File: src/common/switch_out_consts.svh
// constants of the switch output controller: register offsets, fields, resets, timing
// assumes inclusion by bare name from the package and the design modules
`ifndef SWITCH_OUT_CONSTS_SVH
`define SWITCH_OUT_CONSTS_SVH

// ----------------------------------------------------------------
// register byte addresses
// ----------------------------------------------------------------
`define ADDR_CTRL 8'h00
`define ADDR_ON_VAL 8'h04
`define ADDR_OFF_VAL 8'h08
`define ADDR_ON_DLY 8'h0C
`define ADDR_OFF_DLY 8'h10
`define ADDR_STATUS 8'h14

// ----------------------------------------------------------------
// control register fields
// ----------------------------------------------------------------
`define CTRL_FUNC 2:0
`define CTRL_CLASS 5:4
`define CTRL_LIMSEL 11:8
`define CTRL_FALLBACK 13:12
`define CTRL_SOURCE 15:14
`define CTRL_INVERT 16

// ----------------------------------------------------------------
// status register bits
// ----------------------------------------------------------------
`define ST_CLOSED 0
`define ST_ERROR 1
`define ST_LIMIT 2
`define ST_ON_PEND 3
`define ST_OFF_PEND 4

// ----------------------------------------------------------------
// synchronised event inputs, bit positions
// ----------------------------------------------------------------
`define EV_ALARM 0
`define EV_WARN 1
`define EV_ERROR 2
`define EV_BLK1 3
`define EV_BLK2 4
`define EV_W 5

// ----------------------------------------------------------------
// reset values
// ----------------------------------------------------------------
`define CTRL_RESET 32'h0000_0000
`define VALUE_RESET 32'h0000_0000
`define DLY_RESET 10'h000
`define RDATA_RESET 32'h0000_0000

// ----------------------------------------------------------------
// delays: tenths of a second, 0.0 to 100.0 s
// ----------------------------------------------------------------
`define DLY_W 10
`define DLY_FIELD 9:0
`define DLY_MAX 10'h3E8
`define DLY_MAX_WORD 32'h0000_03E8
`define DLY_STEP_NS 100000000
`define CLK_PERIOD_NS 8

`endif

File: src/common/switch_out_pkg.sv
// types of the switch output controller
// assumes switch_out_consts.svh on the include path
`include "switch_out_consts.svh"

package switch_out_pkg;

   // ----------------------------------------------------------------
   // setting encodings
   // ----------------------------------------------------------------
   typedef enum logic [2:0] {FUNC_OFF, FUNC_ON, FUNC_DIAG, FUNC_LIMIT, FUNC_DIGITAL} func_t;
   typedef enum logic [1:0] {CLASS_ALARM, CLASS_ALARM_WARN, CLASS_WARN} diag_class_t;
   typedef enum logic [1:0] {FB_ACTUAL, FB_OPEN, FB_CLOSED} fallback_t;
   typedef enum logic [1:0] {SRC_OFF, SRC_BLK1, SRC_BLK2} source_t;

   // ----------------------------------------------------------------
   // state of the top module
   // ----------------------------------------------------------------
   typedef struct packed {
      logic [31:0] ctrl;
      logic signed [31:0] on_val;
      logic signed [31:0] off_val;
      logic [`DLY_W-1:0] on_dly;
      logic [`DLY_W-1:0] off_dly;
      logic lim_closed;
      logic closed;
      logic [31:0] rdata;
   } ctrl_state_t;

endpackage : switch_out_pkg

File: src/logic/event_sync.sv
// three-stage synchroniser with agreement filter for a group of level inputs
// assumes inputs from outside the clk domain; output changes once stages 2 and 3 agree
`timescale 1ns/1ps

module event_sync #(
   parameter int W = 1
) (
   input wire logic clk,
   input wire logic arst_n,
   input wire logic ce,
   input wire logic [W-1:0] async_in,
   output logic [W-1:0] sync_out
);

   typedef struct packed {
      logic [W-1:0] s1;
      logic [W-1:0] s2;
      logic [W-1:0] s3;
      logic [W-1:0] out;
   } sync_state_t;

   sync_state_t st_reg;
   sync_state_t st_next;
   logic [W-1:0] out_next;

   // ----------------------------------------------------------------
   // stages per bit
   // ----------------------------------------------------------------
   always_comb begin
      st_next = st_reg;
      if (ce) begin
         st_next.s1 = async_in;
         st_next.s2 = st_reg.s1;
         st_next.s3 = st_reg.s2;
      end
      st_next.out = out_next;
   end

   // output bit moves only once stages 2 and 3 agree
   for (genvar i = 0; i < W; i++) begin : g_bit
      assign out_next[i] = (ce && (st_reg.s2[i] == st_reg.s3[i])) ? st_reg.s3[i] : st_reg.out[i];
   end

   always_ff @(posedge clk or negedge arst_n) begin
      if (!arst_n) begin
         st_reg <= '0;
      end else begin
         st_reg <= st_next;
      end
   end

   assign sync_out = st_reg.out;

endmodule : event_sync

File: src/logic/delay_timer.sv
// delay timer counting tenth-second ticks while run is high
// assumes run is from the clk domain; done is combinational from state and inputs
`timescale 1ns/1ps

module delay_timer #(
   parameter int TICK_CYCLES = 12500000,
   parameter int DW = 10
) (
   input wire logic clk,
   input wire logic arst_n,
   input wire logic ce,
   input wire logic run,
   input wire logic [DW-1:0] limit,
   output logic done
);

   localparam int PW = $clog2(TICK_CYCLES + 1);
   localparam logic [PW-1:0] PRE_LAST = PW'(TICK_CYCLES - 1);

   typedef struct packed {
      logic [PW-1:0] pre;
      logic [DW-1:0] tenths;
   } tmr_state_t;

   tmr_state_t st_reg;
   tmr_state_t st_next;

   assign done = run && (st_reg.tenths >= limit);

   // ----------------------------------------------------------------
   // counting
   // ----------------------------------------------------------------
   always_comb begin
      st_next = st_reg;
      if (ce) begin
         // cancel on drop
         if (!run || done) begin
            st_next = '0;
         end else if (st_reg.pre == PRE_LAST) begin
            st_next.pre = '0;
            st_next.tenths = st_reg.tenths + 1'b1;
         end else begin
            st_next.pre = st_reg.pre + 1'b1;
         end
      end
   end

   always_ff @(posedge clk or negedge arst_n) begin
      if (!arst_n) begin
         st_reg <= '0;
      end else begin
         st_reg <= st_next;
      end
   end
endmodule : delay_timer

File: src/logic/limit_switch_output_control.sv
// switch output controller: fixed, diagnostic, limit and digital-block modes
// assumes pv_values and clk-domain logic on clk; event inputs arrive asynchronously
//
// Contract
// off setting keeps the output open always
// on setting keeps the output closed always
// diagnostic mode: closed, open while an event of the chosen class exists
// class choice: alarm only, alarm or warning, warning only
// limit mode watches one chosen variable; off choice disables the check
// on above off: close above on value, open below off value
// on below off: close below on value, open above off value
// limit mode waits the switch-on delay, 0.0 to 100.0 s, before closing
// limit mode waits the switch-off delay, 0.0 to 100.0 s, before opening
// digital mode follows the chosen block: off, block one, block two
// limit or digital mode with error: actual, forced open or forced closed
// inversion swaps open and closed after all other settings
// present switch state is readable
// operator may use off and on settings to simulate the output
// a pending delay is dropped if its condition stops holding
//
// Decided for this implementation: strobed register access and the address map.
`timescale 1ns/1ps
`include "switch_out_consts.svh"

module limit_switch_output_control #(
   parameter int NUM_PV = 12,
   parameter int TICK_CYCLES = `DLY_STEP_NS / `CLK_PERIOD_NS
) (
   input wire logic clk,
   input wire logic arst_n,
   input wire logic ce,
   input wire logic [7:0] addr,
   input wire logic [31:0] wdata,
   input wire logic wr_en,
   input wire logic rd_en,
   output logic [31:0] rdata,
   input wire logic [NUM_PV-1:0][31:0] pv_values,
   input wire logic alarm_in,
   input wire logic warning_in,
   input wire logic error_in,
   input wire logic binary_function_block_out_1,
   input wire logic binary_function_block_out_2,
   output logic switch_closed
);

   switch_out_pkg::ctrl_state_t st_reg;
   switch_out_pkg::ctrl_state_t st_next;

   // ----------------------------------------------------------------
   // event synchronisers
   // ----------------------------------------------------------------
   logic [`EV_W-1:0] ev_raw;
   logic [`EV_W-1:0] ev;

   always_comb begin
      ev_raw = '0;
      ev_raw[`EV_ALARM] = alarm_in;
      ev_raw[`EV_WARN] = warning_in;
      ev_raw[`EV_ERROR] = error_in;
      ev_raw[`EV_BLK1] = binary_function_block_out_1;
      ev_raw[`EV_BLK2] = binary_function_block_out_2;
   end

   event_sync #(
      .W(`EV_W)
   ) u_sync (
      .clk(clk),
      .arst_n(arst_n),
      .ce(ce),
      .async_in(ev_raw),
      .sync_out(ev)
   );

   // ----------------------------------------------------------------
   // decoded settings
   // ----------------------------------------------------------------
   switch_out_pkg::func_t func;
   switch_out_pkg::diag_class_t dclass;
   switch_out_pkg::fallback_t fallback;
   switch_out_pkg::source_t source;
   logic [3:0] lim_sel;
   logic invert;
   logic err;

   assign func = switch_out_pkg::func_t'(st_reg.ctrl[`CTRL_FUNC]);
   assign dclass = switch_out_pkg::diag_class_t'(st_reg.ctrl[`CTRL_CLASS]);
   assign fallback = switch_out_pkg::fallback_t'(st_reg.ctrl[`CTRL_FALLBACK]);
   assign source = switch_out_pkg::source_t'(st_reg.ctrl[`CTRL_SOURCE]);
   assign lim_sel = st_reg.ctrl[`CTRL_LIMSEL];
   assign invert = st_reg.ctrl[`CTRL_INVERT];
   assign err = ev[`EV_ERROR];

   // ----------------------------------------------------------------
   // diagnostic event filter
   // ----------------------------------------------------------------
   logic diag_active;

   always_comb begin
      // class selection
      case (dclass)
         switch_out_pkg::CLASS_ALARM: diag_active = ev[`EV_ALARM];
         switch_out_pkg::CLASS_ALARM_WARN: diag_active = ev[`EV_ALARM] | ev[`EV_WARN];
         switch_out_pkg::CLASS_WARN: diag_active = ev[`EV_WARN];
         default: diag_active = ev[`EV_ALARM];
      endcase
   end

   // ----------------------------------------------------------------
   // limit variable selection and comparison
   // ----------------------------------------------------------------
   logic signed [31:0] pv_sel;
   logic lim_active;
   logic want_close;
   logic want_open;
   logic on_above;

   always_comb begin
      pv_sel = '0;
      // variable chosen
      for (int i = 0; i < NUM_PV; i++) begin
         if (lim_sel == 4'(i + 1)) begin
            pv_sel = $signed(pv_values[i]);
         end
      end
   end

   // off choice disables
   assign lim_active = (lim_sel != '0) && (int'(lim_sel) <= NUM_PV);
   assign on_above = (st_reg.on_val >= st_reg.off_val);

   always_comb begin
      if (on_above) begin
         // rising hysteresis
         want_close = pv_sel > st_reg.on_val;
         want_open = pv_sel < st_reg.off_val;
      end else begin
         // falling hysteresis
         want_close = pv_sel < st_reg.on_val;
         want_open = pv_sel > st_reg.off_val;
      end
   end

   // ----------------------------------------------------------------
   // switch-on and switch-off delays
   // ----------------------------------------------------------------
   logic on_run;
   logic off_run;
   logic on_done;
   logic off_done;

   // run only while the condition holds
   assign on_run = lim_active && !st_reg.lim_closed && want_close;
   assign off_run = lim_active && st_reg.lim_closed && want_open;

   // on delay
   delay_timer #(
      .TICK_CYCLES(TICK_CYCLES),
      .DW(`DLY_W)
   ) u_on_tmr (
      .clk(clk),
      .arst_n(arst_n),
      .ce(ce),
      .run(on_run),
      .limit(st_reg.on_dly),
      .done(on_done)
   );

   // off delay
   delay_timer #(
      .TICK_CYCLES(TICK_CYCLES),
      .DW(`DLY_W)
   ) u_off_tmr (
      .clk(clk),
      .arst_n(arst_n),
      .ce(ce),
      .run(off_run),
      .limit(st_reg.off_dly),
      .done(off_done)
   );

   logic lim_next;

   always_comb begin
      lim_next = st_reg.lim_closed;
      if (!lim_active) begin
         lim_next = 1'b1;
      end else if (on_run && on_done) begin
         // close after delay
         lim_next = 1'b1;
      end else if (off_run && off_done) begin
         // open after delay
         lim_next = 1'b0;
      end
   end

   // ----------------------------------------------------------------
   // output state
   // ----------------------------------------------------------------
   logic raw_closed;
   logic blk_closed;

   always_comb begin
      // block follower
      case (source)
         switch_out_pkg::SRC_BLK1: blk_closed = ev[`EV_BLK1];
         switch_out_pkg::SRC_BLK2: blk_closed = ev[`EV_BLK2];
         default: blk_closed = 1'b0;
      endcase
   end

   always_comb begin
      case (func)
         // always open
         switch_out_pkg::FUNC_OFF: raw_closed = 1'b0;
         // always closed
         switch_out_pkg::FUNC_ON: raw_closed = 1'b1;
         // open on event
         switch_out_pkg::FUNC_DIAG: raw_closed = !diag_active;
         switch_out_pkg::FUNC_LIMIT: raw_closed = lim_next;
         switch_out_pkg::FUNC_DIGITAL: raw_closed = blk_closed;
         default: raw_closed = 1'b0;
      endcase
      // error fallback
      if (err && (func == switch_out_pkg::FUNC_LIMIT || func == switch_out_pkg::FUNC_DIGITAL)) begin
         case (fallback)
            switch_out_pkg::FB_OPEN: raw_closed = 1'b0;
            switch_out_pkg::FB_CLOSED: raw_closed = 1'b1;
            default: raw_closed = raw_closed;
         endcase
      end
   end

   // ----------------------------------------------------------------
   // register port and state update
   // ----------------------------------------------------------------
   logic [`DLY_W-1:0] dly_wr;

   assign dly_wr = (wdata > `DLY_MAX_WORD) ? `DLY_MAX : wdata[`DLY_FIELD];

   always_comb begin
      st_next = st_reg;
      if (ce) begin
         st_next.lim_closed = lim_next;
         // inversion last
         st_next.closed = raw_closed ^ invert;
         st_next.rdata = `RDATA_RESET;
         if (wr_en) begin
            case (addr)
               `ADDR_CTRL: st_next.ctrl = wdata;
               `ADDR_ON_VAL: st_next.on_val = wdata;
               `ADDR_OFF_VAL: st_next.off_val = wdata;
               `ADDR_ON_DLY: st_next.on_dly = dly_wr;
               `ADDR_OFF_DLY: st_next.off_dly = dly_wr;
               default: st_next.ctrl = st_reg.ctrl;
            endcase
         end
         if (rd_en) begin
            case (addr)
               `ADDR_CTRL: st_next.rdata = st_reg.ctrl;
               `ADDR_ON_VAL: st_next.rdata = st_reg.on_val;
               `ADDR_OFF_VAL: st_next.rdata = st_reg.off_val;
               `ADDR_ON_DLY: st_next.rdata[`DLY_FIELD] = st_reg.on_dly;
               `ADDR_OFF_DLY: st_next.rdata[`DLY_FIELD] = st_reg.off_dly;
               `ADDR_STATUS: begin
                  // live state
                  st_next.rdata[`ST_CLOSED] = st_reg.closed;
                  st_next.rdata[`ST_ERROR] = err;
                  st_next.rdata[`ST_LIMIT] = st_reg.lim_closed;
                  st_next.rdata[`ST_ON_PEND] = on_run;
                  st_next.rdata[`ST_OFF_PEND] = off_run;
               end
               default: st_next.rdata = `RDATA_RESET;
            endcase
         end
      end
   end

   always_ff @(posedge clk or negedge arst_n) begin
      if (!arst_n) begin
         st_reg.ctrl <= `CTRL_RESET;
         st_reg.on_val <= `VALUE_RESET;
         st_reg.off_val <= `VALUE_RESET;
         st_reg.on_dly <= `DLY_RESET;
         st_reg.off_dly <= `DLY_RESET;
         st_reg.lim_closed <= 1'b1;
         st_reg.closed <= 1'b0;
         st_reg.rdata <= `RDATA_RESET;
      end else begin
         st_reg <= st_next;
      end
   end

   assign rdata = st_reg.rdata;
   assign switch_closed = st_reg.closed;
endmodule : limit_switch_output_control

File: config.mk
export PLATFORM = sky130hd
export DESIGN_NAME = limit_switch_output_control
export DESIGN_NICKNAME = d
export VERILOG_FILES = /design/src/common/switch_out_pkg.sv /design/src/logic/event_sync.sv /design/src/logic/delay_timer.sv /design/src/logic/limit_switch_output_control.sv
export VERILOG_INCLUDE_DIRS = /design/src /design/src/common
export SDC_FILE = /design/constraint.sdc
export NUM_CORES = 1
export LEC_CHECK = 0
export BUFFER_PORTS_ARGS = -buffer_cell sky130_fd_sc_hd__buf_2
export CAP_MARGIN = 10
export CORE_MARGIN = 10
export CORE_UTILIZATION = 45
export DETAILED_ROUTE_END_ITERATION = 12
export GPL_TIMING_DRIVEN = 0
export PLACE_DENSITY = 0.69
export RECOVER_POWER = 50
export SETUP_SLACK_MARGIN = 0.05
export SLEW_MARGIN = 20
export SYNTH_ARGS = -nofsm -noshare
export SYNTH_HDL_FRONTEND = slang
export SYNTH_SLANG_ARGS = --single-unit
File: constraint.sdc
create_clock -name clk -period 5.1 [get_ports clk]
set_clock_uncertainty 0.1 [all_clocks]
set_input_delay 0.51 -clock clk [delete_from_list [all_inputs] [get_ports clk]]
set_output_delay 0.51 -clock clk [all_outputs]
set_load 0.1 [all_outputs]
# --- Word level (Yosys, flattened, before mapping) ---
# Cells that the tools add are included.
classes:
  reduce_logical: 33
  multipliers: 0
  n_addsub: 4
  n_eq_ne: 34
  div: 0
  muxes: 33
  n_lt_le_gt_ge: 9
  shifts: 0
  n_bitwise: 2
op_table:
  columns: ["cell", "n"]
  rows:
  - ["two-way mux 32 bit", 13]
  - ["two-way mux 34 bit", 2]
  - ["case mux 22 bit (3 select lines)", 1]
  - ["> comparator 32 bit", 2]
  - ["< comparator 32 bit", 2]
  - ["adder 24 x 1 -> 24 bit, second input constant", 2]
  - ["equality test 24 bit, second input constant", 2]
  - ["two-way mux 24 bit", 2]
  - ["greater-or-equal comparator 32 bit", 1]
  - ["> comparator 32 x 10 -> 1 bit, second input constant", 1]
  - ["two-way mux 10 bit", 3]
  - ["case mux 5 bit (6 select lines)", 1]
  - ["case mux 5 bit (5 select lines)", 1]
  - ["adder 10 x 1 -> 10 bit, second input constant", 2]
  - ["equality test 4 bit, second input constant", 5]
  - ["greater-or-equal comparator 10 bit", 2]
  - ["equality test 4 x 3 -> 1 bit, second input constant", 4]
  - ["equality test 8 x 4 -> 1 bit, second input constant", 2]
  - ["equality test 8 x 5 -> 1 bit, second input constant", 2]
  - ["logical AND 1 bit", 15]
  - ["AND reduction 3 bit", 5]
  - ["equality test 4 x 2 -> 1 bit, second input constant", 2]
  - ["equality test 8 x 3 -> 1 bit, second input constant", 1]
  - ["logical NOT 8 bit", 1]
  - ["other kinds (18)", 41]
word_totals:
  regBits: 238
  output_inout_bits: 33
  n_memories: 0
  ramBits: 0
  latch_bits: 0
  elab_cells: 135
  mem_bits_ro: 0
  inputBits: 434

# --- Longest topological paths before layout ---
# Gate-level depths: netlist of run 1.
depth:
  ltp_word: 25
  depth_mapped: 23
  mapped_depth_nobuf: 20

# --- Modules after synthesis ---
# Synthesis of run 1 repeated with hierarchy kept, for this count alone.
hier_totals:
  cells_unflattened: 1800
  area_unflattened_um2: 16641.0
by_module_without_submodules:
  columns: ["mod", "n_inst", "cells_each", "seq_area_each_um2", "area_per_inst_um2"]
  rows:
  - ["limit_switch_output_control", 1, 1291, 3754.9, 11676.2]
  - ["delay_timer", 2, 225, 850.8, 2062.0]
  - ["event_sync", 1, 59, 500.5, 840.8]

# --- Worst setup path before layout of run 1 ---
# Ideal clock, no wire load.
synth_path:
  path_kind: "register to register"
  start: "reg st_reg, in the netlist lim_sel[2]"
  end: "reg u_on_tmr.st_reg[3] (netlist bit)"
  required_ps: 4905
  setup_slack_ps: 654
  path_buffers: 3
  stages_incl_launch_ff: 21
  setup_ps: 95
  t_arrival_ps: 4251
  period_less_slack_ps: 4446
  cell_sequence: "dfrtp_1 > clkbuf_1 > nand2b_1 > nor3_1 > clkbuf_1 > clkbuf_1 > a221oi_1 > a21oi_1 > a21oi_1 > a21oi_1 > ha_1 > a21oi_1 > o21ai_1 > a221o_1 > o311ai_1 > a41oi_2 > mux2i_2 > nor4b_4 > and3_1 > a21oi_1 > o31ai_1"
synth_via:
  elab_chain_len: 20
  word_cells_on_any_way: 38
  cone_classes: "order compare (3); eq/ne (12); mux (14); reduce/logical (9)"
synth_rtl:
  columns: ["item", "line", "text"]
  rows:
  - ["start: declaration", "limit_switch_output_control.sv:46", "switch_out_pkg::ctrl_state_t st_reg;"]
  - ["start signal: assignment", "limit_switch_output_control.sv:289", "st_reg <= st_next;"]
  - ["equality test 4 x 1 -> 1 bit", "limit_switch_output_control.sv:121", "if (lim_sel == 4'(i + 1)) begin"]
  - ["two-way mux 32 bit (12 in a row)", "limit_switch_output_control.sv:121", null]
  - ["< comparator 32 bit or > comparator 32 bit (tied branches)", "limit_switch_output_control.sv:138, limit_switch_output_control.sv:134", null]
  - ["two-way mux 1 bit", "limit_switch_output_control.sv:132", "if (on_above) begin"]
  - ["logical AND 1 bit *", "limit_switch_output_control.sv:152", "assign on_run = lim_active && !st_reg.lim_closed && want_close;"]
  - ["logical NOT 1 bit or logical AND 1 bit (tied branches)", "delay_timer.sv:37, delay_timer.sv:28", null]
  - ["logical OR 1 bit *", "delay_timer.sv:37", "if (!run || done) begin"]
  - ["nonzero test 2 bit (no source line)", null, null]
  - ["AND reduction 2 bit (no source line)", null, null]
  - ["end signal: assignment", "delay_timer.sv:52", "st_reg <= st_next;"]
  - ["end: declaration", "delay_timer.sv:25", "tmr_state_t st_reg;"]
# Mark *: on every way between the ends. The rest lies on a longest branch, timed or not.
# A chain may end at the register's enable or synchronous reset.

# --- Worst setup path in the final report of run 1 ---
layout_path:
  start: "reg st_reg, in the netlist lim_sel[1]"
  end: "reg st_reg, in the netlist switch_closed"
layout_via:
  elab_chain_len: 25
  word_cells_on_any_way: 48
  cone_classes: "order compare (5); eq/ne (12); mux (20); bitwise (1); reduce/logical (10)"
layout_rtl:
  columns: ["item", "line", "text"]
  rows:
  - ["equality test 4 x 1 -> 1 bit", "limit_switch_output_control.sv:121", null]
  - ["two-way mux 32 bit (12 in a row)", "limit_switch_output_control.sv:121", null]
  - ["> comparator 32 bit or < comparator 32 bit (tied branches)", "limit_switch_output_control.sv:139, limit_switch_output_control.sv:135", null]
  - ["two-way mux 1 bit", "limit_switch_output_control.sv:132", null]
  - ["logical AND 1 bit", "limit_switch_output_control.sv:153", "assign off_run = lim_active && st_reg.lim_closed && want_open;"]
  - ["logical AND 1 bit", "delay_timer.sv:28", "assign done = run && (st_reg.tenths >= limit);"]
  - ["logical AND 1 bit", "limit_switch_output_control.sv:190", "end else if (off_run && off_done) begin"]
  - ["two-way mux 1 bit", "limit_switch_output_control.sv:190", null]
  - ["two-way mux 1 bit", "limit_switch_output_control.sv:187", "end else if (on_run && on_done) begin"]
  - ["two-way mux 1 bit *", "limit_switch_output_control.sv:185", "if (!lim_active) begin"]
  - ["case mux 1 bit (4 select lines) *", "limit_switch_output_control.sv:212", "case (func)"]
  - ["case mux 1 bit (2 select lines)", "limit_switch_output_control.sv:225", "case (fallback)"]
  - ["two-way mux 1 bit *", "limit_switch_output_control.sv:224", "if (err && (func == switch_out_pkg::FUNC_LIMIT || func == switch_out_pkg::FUNC_DIGITAL)) begin"]
  - ["XOR 1 bit *", "limit_switch_output_control.sv:245", "st_next.closed = raw_closed ^ invert;"]
# Marks and branches as above.

==> results.py, run 1 <==
metrics = {
    "grt": {
        "busiest_layer": "met2",
        "grt.overflow.total": 0,
        "antenna_found_initial": 13,
        "grt_pass1_vias": 17300,
        "met1_usage": 0.454,
        "met3_usage": 0.0667,
        "grtUsageMet2": 0.577,
        "grt_pass1_wl_mm": 117,
        "track_usage": 0.353,
        "grt_max_degree": 102,
    },
    "yosys": {
        "synth_seq_cells": 238,
        "synthAdderAreaFrac": 0.0967,
        "synth.distinct_cells": 68,
        "synthCells": 1788,
        "synth_top_family_by_area": "compound AO/OA/AOI/OAI gates",
        "syn_area_per_cell_um2": 9.04,
        "syn-num-nets": 2347,
        "synth-edff-count": 0,
        "synth_area_leaders": "dfrtp_1 37%, ha_1 9.7%, mux2_2 7.4%",
        "synth_sequential_area_ratio": 0.368,
        "ys.flop_type": "dfrtp_1",
        "synthSimpleGateAreaFrac": 0.149,
        "synth_top_cell_area_share": 0.367,
        "synthesis.area_mm2": 0.0162,
        "synth-xor-area-share": 0.0271,
        "synthMuxAreaShare": 0.0771,
        "synth_compound_area_frac": 0.220,
        "async_flop_share": 1.00,
        "synth_warnings": 0,
        "synth_top_area_cell": "dfrtp_1",
    },
    "clock_tree": {
        "clock_path_buffers": 3,
        "cts_tree": "yes",
        "cts.reportedPaths.clkPinSlew_ns": 0.06,
        "cts_buffers": 26,
        "ctsHtreeMaxLevel": 1,
        "cts_root_buf": "clkbuf_16",
        "cts.sinks": 238,
        "clk_latency_ns": 0.54,
    },
    "final_layout": {
        "final_common_cell": "buf_2",
        "largest_reg_flops": 103,
        "final_cell_mix": "470 x buf_2, 237 x dfrtp_1, 177 x nor2_1",
        "area_growth_pct": 30.6,
        "final_layout_size_suffix_gt1_frac": 0.358,
        "multiInputGateArea_mm2": 0.00987,
        "fin_nets": 2879,
        "fillCellCount": 3161,
        "seqCellArea_mm2": 0.00596,
    },
    "placed_design": {
        "place.gp.congestion": 1.09,
        "hpwlAfterDp_mm": 67.9,
        "port_buffers": 466,
    },
    "power_and_ir_drop": {
        "p_sw_uw": 1500,
        "switching_share": 0.296,
        "p_per_area_mw_per_mm2": 240,
        "clkPwrFrac": 0.373,
        "seqPwrFrac": 0.397,
        "p_comb_frac": 0.230,
        "power.leakage_uw": 0.00997,
        "intPower_uw": 3570,
        "peakVddDrop_mv": 0.294,
        "finalPower_uw": 5070,
    },
    "critical_path": {
        "reg2reg_slack_ns": 0.03,
        "crit_type": "reg -> reg",
        "critPathLaunchType": "register",
        "cp.required_ns": 5.40,
        "end_kind": "register",
        "worstPathMaxFanout": 6,
        "cp.arrival_ns": 5.37,
    },
    "floorplan": {
        "chipWidth_um": 210,
        "fp-row-count": 69,
        "initial_core_util": 0.456,
        "fp.dieArea_mm2": 0.0439,
        "ios": 467,
        "fp.dieH_um": 210,
        "coreArea_mm2": 0.0355,
    },
    "drt": {
        "wl_per_cell_um": 29.0,
        "dr_total_vias": 17400,
        "drt_first_pass_iters": 9,
        "ant_nets": 0,
        "via_per_inst": 6.18,
        "post-route-drc-count": 0,
        "totalWireLength_mm": 81.4,
        "first_iter_violations": 2202,
    },
    "sta": {
        "hold_violations": 0,
        "rsz0062_at_grt": "yes",
        "post-route-period-util": 0.994,
        "fmax_mhz": 197,
        "min_period_ns": 5.07,
        "setup_viol": 0,
        "slew_violations": 140,
        "setup_tns_ns": 0,
        "worstMarginPinSlew_ns": 2.20,
        "relSlewSlack": -0.467,
    },
    "outcome": {
        "violations": "max-capacitance violations, max-slew violations",
        "status": "finished with violations",
    },
    "worst_hold_path": {
        "hold_path.class": "in -> reg",
    },
    "job": {
        "drv_cap": 2,
    },
}
## synth_stat cells (15+ instances only)
cell type and instances:
nor4_1 16, inv_1 105, nand4_1 40, nor2_1 183
ha_1 125, xnor2_1 20, o2bb2ai_1 36, nand3_1 80
nand2_1 104, dfrtp_1 237, clkbuf_1 78, a221oi_1 35
a31oi_1 15, o21ai_0 85, a222oi_1 36, buf_4 32
mux2_2 106, xor2_1 30, a21oi_1 147, a22oi_1 94
## kinds of logic after synthesis
family                   count (synthesis)
flip-flops                             238
XOR/XNOR                                50
adder cells (fa/ha/maj)                125
AO/OA/AOI/OAI                          522
buffers and inverters                  233
multiplexers                           111
AND/OR/NAND/NOR                        509
## power groups by stage
stage                     Sequential (uW)  Clock, uW  Combinational, uW
after floorplan                      2020          0                462
after global placement               2040          0                903
after detailed placement             2040          0                925
after CTS                            2010       1900               1040
after global routing                 2020       1990               1250
final                                2010       1890               1170
## final cells by class
class	count	area share
diodes	12	0.00142
plain buffers	127	0.0366
clock buffers	38	0.0339
clock inverters	7	0.00592
inverters	106	0.0188
multi-input cells	1318	0.467
flip-flops and latches	238	0.282
well taps	461	0.0273
repair buffers	503	0.127
## routing by layer
layer,up-vias,part of all wire
met5,-,0.00021
met4,2,0.045
met3,149,0.084
met2,883,0.47
met1,8634,0.41
li1,7699,-
## worst paths after layout
kind | startpoint | to | cells after the start
worst min-delay path | binary_function_block_out_2 | u_sync.st_reg[19]$_DFFE_PN0P_ | 2
min in group asynchronous | arst_n | rdata[28]$_DFFE_PN0P_ | 2
max in group asynchronous | arst_n | u_on_tmr.st_reg[32]$_DFFE_PN0P_ | 4
worst min register to register | rdata[17]$_DFFE_PN0P_ | rdata[17]$_DFFE_PN0P_ | 1
worst max register to register | lim_sel[1]$_DFFE_PN0P_ | switch_closed$_DFFE_PN0P_ | 21
worst max-delay path | lim_sel[1]$_DFFE_PN0P_ | switch_closed$_DFFE_PN0P_ | 21
## worst max-delay path, stage by stage, from the launching register on
cell       delay (ns)
dfrtp_1          0.42
buf_6            0.14
nand2b_4         0.07
nor2_4           0.05
buf_8            0.13
buf_8            0.12
a222oi_1         0.52
nand3_1          0.23
a221oi_2         0.23
a21oi_1          0.12
a21oi_2          0.21
a21oi_2          0.09
ha_1             0.33
nand4_1          0.20
a2111oi_4        0.39
o311ai_4         0.13
a41oi_2          0.26
mux2i_4          0.43
nand3b_1         0.21
a31oi_1          0.24
xnor2_1          0.20
a21oi_1          0.11
## through the flow
step                hold WS [ns]  utilization  setup slack (ns)  cell area [um2]  cells
finish                     0.101        0.595            0.0300            21100   2810
global route              0.0887        0.595           -0.0863            21100   2805
CTS                       0.0848        0.579            0.0544            20500   2775
detailed placement         0.305        0.540             -1.58            19100   2717
global placement           0.374        0.538             -1.62            19100   2715
floorplan                  0.114            -             0.654            16200   1788
## timing repair
action	4_1_cts	5_1_grt
pin swaps	23	76
hold buffers	1	0
gates cloned	1	5
hold endpoints to repair	38	0
setup buffers	11	18
setup endpoints to repair	72	71
gates resized for setup	125	112
Power figures use the tool's default switching activity.
==> run 2, diff against run 1 <==
- BUFFER_PORTS_ARGS: -buffer_cell sky130_fd_sc_hd__buf_2 -> -buffer_cell sky130_fd_sc_hd__buf_4
==> results.py, run 2 (synthesized netlist as in run 1, its figures left out) <==
metrics = {
    "outcome": {
        "status": "finished with violations",
        "violations": "max-capacitance violations, max-slew violations",
    },
    "drt": {
        "post-route-drc-count": 0,
        "wl_per_cell_um": 29.5,
        "ant_nets": 0,
        "via_per_inst": 6.22,
        "first_iter_violations": 2033,
        "dr_total_vias": 17400,
        "totalWireLength_mm": 82.3,
        "drt_first_pass_iters": 10,
    },
    "final_layout": {
        "layout.cells.non_filler": 2792,
        "area_growth_pct": 37.0,
        "largest_reg_flops": 103,
        "final_cell_mix": "491 x buf_4, 236 x dfrtp_1, 177 x nor2_1",
        "final_layout_size_suffix_gt1_frac": 0.348,
        "fin_nets": 2875,
        "diodes": 0,
        "final_common_cell": "buf_4",
        "fillCellCount": 3075,
    },
    "critical_path": {
        "crit_type": "reg -> reg",
        "cp_slowest_cell": "dfrtp_1",
        "end_kind": "register",
        "critPathLaunchType": "register",
        "cp_slowest_stage_delay_ns": 0.43,
        "worstPathMaxFanout": 9,
        "crit_path_cell_trace": "buf_6 > nand2b_4 > nor2_4 > buf_8 > buf_4 > a222oi_1 > nand3_1 > a221oi_1 > a21oi_1 > a21oi_2 > a21oi_1 > ha_1 > nand4_1 > nor4_4 > and2_1 > o31ai_2 > a41o_1 > mux2i_4 > and4bb_4 > buf_8 > a211oi_2 > xnor2_1 > nor2_1",
        "cp.required_ns": 5.45,
        "cp.arrival_ns": 5.39,
    },
    "placed_design": {
        "hpwlAfterDp_mm": 68.4,
        "placedCellCount": 2717,
        "port_buffers": 466,
        "place.gp.congestion": 1.05,
    },
    "sta": {
        "min_period_ns": 5.04,
        "hold_violations": 0,
        "worstMarginPinSlew_ns": 2.21,
        "hold_slack_ns": 0.0808,
        "relSlewSlack": -0.474,
        "rsz0062_at_grt": "yes",
        "fmax_mhz": 198,
        "setup_viol": 0,
        "slew_violations": 141,
        "post-route-period-util": 0.988,
    },
    "grt": {
        "grt_max_degree": 102,
        "grt_pass1_wl_mm": 117,
        "antenna_found_initial": 0,
        "grt_pass1_vias": 17200,
        "track_usage": 0.353,
        "grt.overflow.total": 0,
    },
    "clock_tree": {
        "clock_path_buffers": 3,
        "cts.sinks": 238,
        "ctsHtreeMaxLevel": 1,
        "cts_tree": "yes",
        "cts_root_buf": "clkbuf_16",
        "cts.reportedPaths.clkPinSlew_ns": 0.06,
        "clk_latency_ns": 0.56,
        "cts_buffers": 26,
    },
    "floorplan": {
        "fp-row-count": 69,
        "chipWidth_um": 210,
        "initial_core_util": 0.456,
        "fp.dieH_um": 210,
        "ios": 467,
        "fp.dieArea_mm2": 0.0439,
        "coreArea_mm2": 0.0355,
    },
    "worst_hold_path": {
        "hold_path.class": "in -> reg",
    },
    "power_and_ir_drop": {
        "p_per_area_mw_per_mm2": 234,
        "peakVddDrop_mv": 0.280,
        "power.leakage_uw": 0.0102,
    },
    "job": {
        "drv_cap": 2,
    },
}
run 2: changes by cell type in the layout (fill, tap and decap cells not counted), sizes merged:
| cell | previous run | this run |
|---|---|---|
| buf | 559 | 523 |
| clkbuf | 108 | 138 |
| diode | 12 | 0 |
| bufinv | 3 | 2 |
| clkinvlp | 0 | 1 |
run 2: per-layer routing:
layer / global-route usage / part of all wire / vias to the layer above / wire length (um)
met5: 0 / 0 / - / 0
met4: 0.119 / 0.045 / 0 / 3670
met3: 0.0756 / 0.089 / 168 / 7320
met2: 0.588 / 0.47 / 921 / 38700
met1: 0.445 / 0.40 / 8606 / 32600
li1: - / - / 7681 / -
run 2: timing repair:
item                                    in CTS  in global routing
hold buffers                                 1                  0
buffers inserted                             8                 20
hold endpoints to repair                    38                  0
gates cloned                                 0                  3
endpoints found under the setup margin      72                 70
pin swaps                                   23                 70
gates resized for setup                    125                113
run 2: report_power, final:
group / internal [uW] / leakage [uW] / switching [uW]
registers: 1950 / 0.00326 / 64.6
clock network: 1120 / 0.000420 / 774
logic: 601 / 0.00655 / 676
run 2: cell type report:
cell class	count	area, um2	share of cell area
clock inverters	7	113	0.00508
repair buffers	499	3700	0.167
multi-input cells	1318	9870	0.446
plain buffers	127	786	0.0355
flip-flops and latches	238	5960	0.269
clock buffers	36	748	0.0338
well taps	461	577	0.0260
inverters	106	398	0.0180
run 2: final timing paths:
check                                             from                         endpoint  slack, ns  cells after the start
worst max-delay path            lim_sel[1]$_DFFE_PN0P_  u_off_tmr.st_reg[3]$_DFFE_PN0P_       0.06                     23
worst min-delay path                          error_in    u_sync.st_reg[17]$_DFFE_PN0P_       0.08                      2
worst max register to register  lim_sel[1]$_DFFE_PN0P_  u_off_tmr.st_reg[3]$_DFFE_PN0P_       0.06                     23
worst min register to register   rdata[17]$_DFFE_PN0P_            rdata[17]$_DFFE_PN0P_       0.39                      1
max in group asynchronous                       arst_n           lim_sel[2]$_DFFE_PN0P_       0.69                      4
min in group asynchronous                       arst_n            rdata[27]$_DFFE_PN0P_       1.02                      2
run 2: metrics by stage:
step | worst slack [ns] | TNS (ns) | util | area (um2) | total power (uW)
finish | 0.0588 | 0 | 0.624 | 22100 | 5190
CTS | 0.0585 | 0 | 0.612 | 21700 | 5060
floorplan | 0.654 | 0 | - | 16200 | 2480
global placement | -1.45 | -89.16 | 0.571 | 20200 | 3040
global route | -0.0694 | -0.382 | 0.624 | 22100 | 5360
detailed placement | -1.56 | -95.10 | 0.572 | 20300 | 3070
run 2: worst max-delay path: cells and delay by family (launching register included):
| family | cells | cell delay [ns] |
|---|---|---|
| multiplexers | 1 | 0.29 |
| adder cells (fa/ha/maj) | 1 | 0.34 |
| flip-flops | 1 | 0.43 |
| AND/OR/NAND/NOR | 8 | 1.34 |
| XOR/XNOR | 1 | 0.15 |
| buffers and inverters | 4 | 0.56 |
| AO/OA/AOI/OAI | 8 | 1.75 |
